`src/verilog/ctu_pkg.sv`:
```
// Package for the charge time unit edge control block: register offsets, field positions and reset values.
// Assumes a 32-bit APB register bus with one register per aligned word.
package ctu_pkg;
    // ------------------------------------------------------------
    // Register map
    // ------------------------------------------------------------
    localparam logic [7:0] CTU_CTRL_OFFSET = 8'h00;
    localparam logic [7:0] CTU_REV_OFFSET = 8'h04;
    localparam int CTU_ADDR_W = 8;

    // ------------------------------------------------------------
    // Control register fields
    // ------------------------------------------------------------
    localparam int CTU_UNIT_ENABLE_BIT = 15;
    localparam int CTU_IDLE_STOP_BIT = 13;
    localparam int CTU_DELAY_GEN_BIT = 12;
    localparam int CTU_EDGE_PASS_BIT = 11;
    localparam int CTU_EDGE_ORDER_BIT = 10;
    localparam int CTU_SRC_GROUND_BIT = 9;
    localparam int CTU_TRIG_BIT = 8;
    localparam int CTU_TRIM_LSB = 2;
    localparam int CTU_TRIM_W = 6;
    localparam int CTU_RANGE_LSB = 0;
    localparam int CTU_RANGE_W = 2;
    // Bit 14 is unimplemented and reads as zero.
    localparam logic [15:0] CTU_CTRL_WMASK = 16'hBFFF;
    localparam logic [15:0] CTU_CTRL_RESET = 16'h0000;

    // ------------------------------------------------------------
    // Revision register
    // ------------------------------------------------------------
    localparam int CTU_REV_W = 24;
    localparam int CTU_MINOR_REV_W = 4;
    // Arbitrary neutral value.
    localparam logic [3:0] CTU_MINOR_REV_DEFAULT = 4'h1;
endpackage

```
`src/verilog/ctu_edge_ctrl.sv`:
```
// Control register logic for the charge time unit: edge gating, edge ordering, delay enable and trigger.
// Assumes an APB master on clk; edge inputs come from pins and are synchronised here.
// Functional notes
// - Edge delay generation runs only while the delay enable bit is set.
// - Edge events pass to measurement only while the edge pass bit is set.
// - With ordering enabled, edge two is accepted only after edge one occurred; here it is also accepted in the same cycle as edge one.
// - Trigger output is driven only while the trigger enable bit is set.
// - Six-bit current trim in bits 7..2; top bit set means negative change.
// - Four-bit read-only minor revision in bits 3..0; writes ignored.
// - Revision bits 23..4 read as zero.
//
// Register access over APB and the register addresses were decided locally.
`timescale 1ns/1ps
module ctu_edge_ctrl #(
    parameter logic [3:0] MINOR_REV = ctu_pkg::CTU_MINOR_REV_DEFAULT
) (
    // Clock and reset
    input wire logic clk,
    input wire logic rstn,
    // APB slave
    input wire logic psel,
    input wire logic penable,
    input wire logic pwrite,
    input wire logic [ctu_pkg::CTU_ADDR_W-1:0] paddr,
    input wire logic [31:0] pwdata,
    output logic [31:0] prdata,
    output logic pready,
    output logic pslverr,
    // Edge pins and trigger source
    input wire logic edge1_in,
    input wire logic edge2_in,
    input wire logic trig_src,
    // Outputs toward the measurement logic
    output logic edge1_evt,
    output logic edge2_evt,
    output logic delay_gen_on,
    output logic trig_out,
    output logic unit_enable,
    output logic idle_stop_select,
    output logic source_ground_control,
    output logic [ctu_pkg::CTU_TRIM_W-1:0] current_trim,
    output logic [ctu_pkg::CTU_RANGE_W-1:0] current_range_select
);
    import ctu_pkg::*;

    // ------------------------------------------------------------
    // Register state
    // ------------------------------------------------------------
    logic [15:0] ctrl_r, ctrl_nxt;
    logic [31:0] prdata_r, prdata_nxt;
    logic pready_r, pready_nxt;
    logic pslverr_r, pslverr_nxt;
    // Edge pins are gathered into one vector so that their synchronisers are one loop.
    localparam int EDGE_N = 2;
    wire [EDGE_N-1:0] edge_pins;
    wire [EDGE_N-1:0] pin_rise;
    logic [1:0] tr_sync_r, tr_sync_nxt;
    logic first_seen_r, first_seen_nxt;
    logic e1_evt_r, e1_evt_nxt;
    logic e2_evt_r, e2_evt_nxt;
    logic trig_r, trig_nxt;
    logic dly_r, dly_nxt;
    logic hit_ctrl, hit_rev, acc;
    logic e1_rise, e2_rise, e2_ok;

    // ------------------------------------------------------------
    // APB decode
    // ------------------------------------------------------------
    // The slave answers in the second access cycle; pready is registered so
    // it rises one cycle into the access phase and drops right after.
    always_comb begin
        hit_ctrl = (paddr == CTU_CTRL_OFFSET);
        hit_rev = (paddr == CTU_REV_OFFSET);
        acc = psel && penable && !pready_r;
        ctrl_nxt = ctrl_r;
        prdata_nxt = prdata_r;
        pready_nxt = acc;
        pslverr_nxt = acc && !(hit_ctrl || hit_rev);
        if (acc && pwrite && hit_ctrl) begin
            ctrl_nxt = pwdata[15:0] & CTU_CTRL_WMASK;
        end
        if (acc && !pwrite) begin
            if (hit_ctrl) begin
                prdata_nxt = {16'h0000, ctrl_r};
            end else if (hit_rev) begin
                prdata_nxt = {8'h00, 20'h00000, MINOR_REV};
            end else begin
                prdata_nxt = 32'h00000000;
            end
        end
    end

    // Unmapped addresses and the read-only revision register leave the control
    // word untouched; only a decoded control write loads it.
    always_ff @(posedge clk) begin
        if (!rstn) begin
            ctrl_r <= CTU_CTRL_RESET;
            prdata_r <= 32'h00000000;
            pready_r <= 1'h0;
            pslverr_r <= 1'h0;
        end else begin
            ctrl_r <= ctrl_nxt;
            prdata_r <= prdata_nxt;
            pready_r <= pready_nxt;
            pslverr_r <= pslverr_nxt;
        end
    end

    // ------------------------------------------------------------
    // Pin synchronisers
    // ------------------------------------------------------------
    // Each edge pin passes two flip-flops before anything reads it; a third
    // stage keeps the previous settled level, so a rise is found without ever
    // looking at the possibly metastable first stage.
    assign edge_pins = {edge2_in, edge1_in};

    for (genvar g = 0; g < EDGE_N; g++) begin : g_edge_sync
        logic [2:0] sync_r, sync_nxt;

        always_comb begin
            sync_nxt = {sync_r[1:0], edge_pins[g]};
        end

        always_ff @(posedge clk) begin
            if (!rstn) begin
                sync_r <= 3'h0;
            end else begin
                sync_r <= sync_nxt;
            end
        end

        // Settled level from the second stage against the previous one from the third.
        assign pin_rise[g] = sync_r[1] && !sync_r[2];
    end

    // The trigger source is a level, not an edge, so two stages are enough.
    always_comb begin
        tr_sync_nxt = {tr_sync_r[0], trig_src};
    end

    always_ff @(posedge clk) begin
        if (!rstn) begin
            tr_sync_r <= 2'h0;
        end else begin
            tr_sync_r <= tr_sync_nxt;
        end
    end

    // ------------------------------------------------------------
    // Edge acceptance
    // ------------------------------------------------------------
    // The order latch remembers an accepted first edge until a second edge
    // consumes it. Both edges in one cycle count as a complete sequence, so the
    // latch ends up clear and the next second edge needs a fresh first edge.
    always_comb begin
        e1_rise = pin_rise[0] && ctrl_r[CTU_EDGE_PASS_BIT];
        e2_ok = !ctrl_r[CTU_EDGE_ORDER_BIT] || first_seen_r || e1_rise;
        e2_rise = pin_rise[1] && ctrl_r[CTU_EDGE_PASS_BIT] && e2_ok;
        first_seen_nxt = first_seen_r;
        if (!ctrl_r[CTU_EDGE_ORDER_BIT] || !ctrl_r[CTU_EDGE_PASS_BIT]) begin
            first_seen_nxt = 1'h0;
        end else if (e2_rise) begin
            first_seen_nxt = 1'h0;
        end else if (e1_rise) begin
            first_seen_nxt = 1'h1;
        end
        e1_evt_nxt = e1_rise;
        e2_evt_nxt = e2_rise;
    end

    always_ff @(posedge clk) begin
        if (!rstn) begin
            first_seen_r <= 1'h0;
            e1_evt_r <= 1'h0;
            e2_evt_r <= 1'h0;
        end else begin
            first_seen_r <= first_seen_nxt;
            e1_evt_r <= e1_evt_nxt;
            e2_evt_r <= e2_evt_nxt;
        end
    end

    // ------------------------------------------------------------
    // Delay gate and trigger
    // ------------------------------------------------------------
    // The delay generator and the trigger driver sit outside this block; these
    // flops are their gates, registered so that a control write never glitches them.
    always_comb begin
        trig_nxt = ctrl_r[CTU_TRIG_BIT] && tr_sync_r[1];
        dly_nxt = ctrl_r[CTU_DELAY_GEN_BIT];
    end

    always_ff @(posedge clk) begin
        if (!rstn) begin
            trig_r <= 1'h0;
            dly_r <= 1'h0;
        end else begin
            trig_r <= trig_nxt;
            dly_r <= dly_nxt;
        end
    end

    // ------------------------------------------------------------
    // Outputs
    // ------------------------------------------------------------
    // Fields that only steer the analog source leave straight from the control
    // register, which is itself a bank of flip-flops, so no extra stage is added.
    // A change therefore reaches the source one cycle before the gated outputs.
    assign prdata = prdata_r;
    assign pready = pready_r;
    assign pslverr = pslverr_r;
    assign edge1_evt = e1_evt_r;
    assign edge2_evt = e2_evt_r;
    assign delay_gen_on = dly_r;
    assign trig_out = trig_r;
    assign unit_enable = ctrl_r[CTU_UNIT_ENABLE_BIT];
    assign idle_stop_select = ctrl_r[CTU_IDLE_STOP_BIT];
    assign source_ground_control = ctrl_r[CTU_SRC_GROUND_BIT];
    assign current_trim = ctrl_r[CTU_TRIM_LSB +: CTU_TRIM_W];
    assign current_range_select = ctrl_r[CTU_RANGE_LSB +: CTU_RANGE_W];
endmodule

```
`config.mk`:
```
export PLATFORM = sky130hd
export DESIGN_NAME = ctu_edge_ctrl
export DESIGN_NICKNAME = d
export VERILOG_FILES = /design/src/verilog/ctu_pkg.sv /design/src/verilog/ctu_edge_ctrl.sv
export SDC_FILE = /design/constraint.sdc
export NUM_CORES = 1
export LEC_CHECK = 0
export ABC_CLOCK_PERIOD_IN_PS = 1300
export BUFFER_PORTS_ARGS = -buffer_cell sky130_fd_sc_hd__buf_2
export CORE_ASPECT_RATIO = 1.2
export CORE_UTILIZATION = 41
export CTS_BUF_LIST = sky130_fd_sc_hd__clkbuf_2
export CTS_CLUSTER_DIAMETER = 60
export CTS_CLUSTER_SIZE = 20
export DETAILED_ROUTE_END_ITERATION = 7
export PLACE_DENSITY = 0.78
export SYNTH_ARGS = -nofsm -noshare
export SYNTH_HDL_FRONTEND = slang
export SYNTH_SLANG_ARGS = --single-unit
export TNS_END_PERCENT = 1
```
`constraint.sdc`:
```
create_clock -name clk -period 1.3 [get_ports clk]
set_input_delay 0 -clock clk [delete_from_list [all_inputs] [get_ports clk]]
set_output_delay 0 -clock clk [all_outputs]
set_load 0.02 [all_outputs]
```
==> flow_summary.yaml <==
status:
  run_status: "finished, violations left"
  failing_checks: "hold timing"
pwr:
  power_density_mw_per_mm2: 932.1
  internal_power_w: 0.001668
  p_sw_w: 0.0005411
  p_leak_nw: 1.113
  combinationalPowerShare_pct: 11.2
  power.ir.vdd_worst_mv: 0.5760
  switching_share_pct: 24.49
  clockPowerShare_pct: 25.5
  power.share.sequential_pct: 63.3
  power.total_w: 0.002209
clocking:
  clk_root_buffer_cell: "sky130_fd_sc_hd__clkbuf_2"
  max-clock-path-buffers: 2
  tritoncts: "built"
  cts.sinks: 45
  clk_latency_ns: 0.39
  ctsHtreeMaxLevel: 2
  path_clk_slew_ns: 0.20
  tritoncts.num_buffers: 5
critical_path:
  data_arrival_time_at_the_worst_slack_endpoint_ns: 1.63
  cp-start-kind: "primary input"
  worst_ep_required_time_ns: 1.63
  critPathCaptureType: "flip-flop"
  setup.worst_path.class: "in2reg"
  maximum_fanout_along_the_worst_path: 15
worst_hold_path:
  hold_path_class: "in2reg"
synthesis:
  gate_count_after_technology_mapping: 175
  synth-seq-cells: 45
  count_of_different_cell_masters_after_synthesis: 26
  synth-async-reset-ratio_pct: 0
  synth_seq_area_share_pct: 50.92
  dominantRegCellSynth: "sky130_fd_sc_hd__dfxtp_1"
  synth_edf_count: 0
  yosysWarnings: 0
  syn_avg_cell_area_um2: 10.11
  synth.cell_area_mm2: 0.001769
timing:
  report.final.slew_viol_count: 0
  fmaxAchievable_mhz: 770.2
  number_of_failing_hold_endpoints_at_the_final_stage: 2
  final.hold.worst_slack_ns: -0.07028
  final.min_clock_period_ns: 1.298
  final_min_period_over_clock_period_pct: 99.87
  setup_repair_after_global_routing_missed_its_margin: "yes"
  setup_violations: 0
  worst_clock_skew_ns: 0.01024
floorplanning:
  row_count: 25
  i_o_pin_count: 97
  floorplan.die_area_mm2: 0.004583
  effective_utilization_at_floorplan_pct: 43.84
  die_h_um: 73.96
  coreArea_mm2: 0.004035
  die_w_um: 61.97
detailed_routing:
  detail_route.iter0.violations: 63
  route.final.wire_length_mm: 3.554
  routed_wire_length_per_instance_um: 11.32
  drtPass1Iterations: 4
  routed_via_density: 4.439
  ant_nets: 0
  number_of_drc_violations_after_detailed_routing: 0
  vias: 1394
placed_design:
  port_bufs: 62
  dp_hpwl_mm: 2.234
  placement.cell_area_mm2: 0.002022
  place.gp.congestion: 0.7184
global_route:
  grt_overflow_total: 0
  grt_first_pass_wirelength_mm: 5.292
  global_route.usage.total_pct: 15.87
  first_global_vias: 1271
  grt_start_max_net_pins: 28
  antenna_found_initial: 0
final_layout:
  fin_util_pct: 58.73
  antenna_cells_inserted: 0
  final_area_mm2: 0.002370
  register_area_um2: 904.6
  post_route_cells_drive_above_1_share_pct: 32.31
  syn2layout_area_growth_pct: 33.95
  multi_input_area_um2: 669.4
  num-nets-final: 307
  fillCellCount: 340
job:
  drv_cap: 0
[critical path: stages]
cell and delay, ns:
sky130_fd_sc_hd__dlygate4sd3_1 0.54, sky130_fd_sc_hd__buf_2 0.13, sky130_fd_sc_hd__nor4_4 0.27, sky130_fd_sc_hd__and4b_1 0.29, sky130_fd_sc_hd__buf_12 0.18, sky130_fd_sc_hd__mux2i_1 0.20
[cell type report]
type	count	share of cell area, %
sequential	45	38.17
tap	54	2.851
clock buffer	7	1.478
clock inverter	1	0.2640
timing repair buffer	96	28.35
multi-input combinational	107	28.25
inverter	4	0.6336
[stage by stage]
step	std cells	setup TNS, ns	setup slack [ns]
finish	314	0	0.001707
global route	314	-0.5367	-0.05437
CTS	313	-0.04408	-0.01964
detailed placement	278	-4.831	-0.3695
global placement	278	-3.901	-0.2798
floorplan	191	0	0.01522
[synthesized netlist by cell type, drive strengths merged (2+ instances only)]
cell type  number  area [µm²]
dfxtp          45       900.9
nand2          33       123.9
buf            30       240.2
mux2i          15       150.1
a22o           14       122.6
and2            8       50.05
clkbuf          5       18.77
nor2            5       18.77
inv             4       15.01
nor2b           2       12.51
nor3            2       10.01
[sequential cells by signal, summed over array words and instances (netlist names)]
name	count
tr_sync_r	2
first_seen_r	1
trig_out	1
g_edge_sync.sync_r	6
ctrl_r	15
edge1_evt	1
delay_gen_on	1
edge2_evt	1
prdata	15
pslverr	1
pready	1
[logic make-up (layout without fill, tap and decap cells)]
family / count (synthesis) / count (layout) / synth area share (%)
buffers and inverters: 39 / 108 / 15.49
muxes: 15 / 15 / 8.486
AOI/OAI and AO/OA: 17 / 17 / 8.275
other: 1 / 17 / 0.2120
DFF: 45 / 45 / 50.92
and+or+nand+nor: 58 / 58 / 16.62
[cells in the final DEF, fill, tap and decap left out, types with 2 or more instances in the layout]
master	instances
sky130_fd_sc_hd__conb_1	17
sky130_fd_sc_hd__and2_1	8
sky130_fd_sc_hd__mux2i_1	15
sky130_fd_sc_hd__nor2b_1	2
sky130_fd_sc_hd__buf_2	62
sky130_fd_sc_hd__clkbuf_2	7
sky130_fd_sc_hd__dlygate4sd3_1	26
sky130_fd_sc_hd__buf_4	4
sky130_fd_sc_hd__nor2_1	4
sky130_fd_sc_hd__inv_1	4
sky130_fd_sc_hd__nand2_1	33
sky130_fd_sc_hd__dfxtp_1	44
sky130_fd_sc_hd__buf_12	3
sky130_fd_sc_hd__a22o_1	14
[per-layer routing]
metal / wire [µm] / up-vias / global-route usage [%]
met5: 0 / - / 0
met2: 1764 / 60 / 29.20
met4: 53 / 0 / 5.926
met1: 1538 / 621 / 16.43
met3: 198 / 6 / 4.696
li1: - / 707 / -
[worst paths after layout]
kind                       startpoint          to  slack, ns  cells after the start
min reg2reg  g_edge_sync[0].sync_r[2]   edge1_evt       0.44                      1
max reg2reg                    pready   prdata[7]       0.01                      5
max                          paddr[6]  ctrl_r[13]      0.002                      6
min                          paddr[0]   prdata[0]      -0.07                      4
[repair_timing]
item                                   CTS  global route
resized for setup                        4             1
hold buffers                            25             1
pin swaps                                2             3
endpoints found under the hold margin   22             2
setup buffers                            2             0
setup endpoints to repair               15            29
[power by group through the flow]
stage | sequential [W] | clock [W] | combinational, W
3_5_place_dp | 0.00143 | 0 | 0.000169
2_1_floorplan | 0.00143 | 0 | 0.000137
6_report | 0.00140 | 0.000564 | 0.000247
5_1_grt | 0.00140 | 0.000659 | 0.000270
3_3_place_gp | 0.00142 | 0 | 0.000166
4_1_cts | 0.00140 | 0.000597 | 0.000241
No activity file was read; power rests on OpenSTA's default activity.
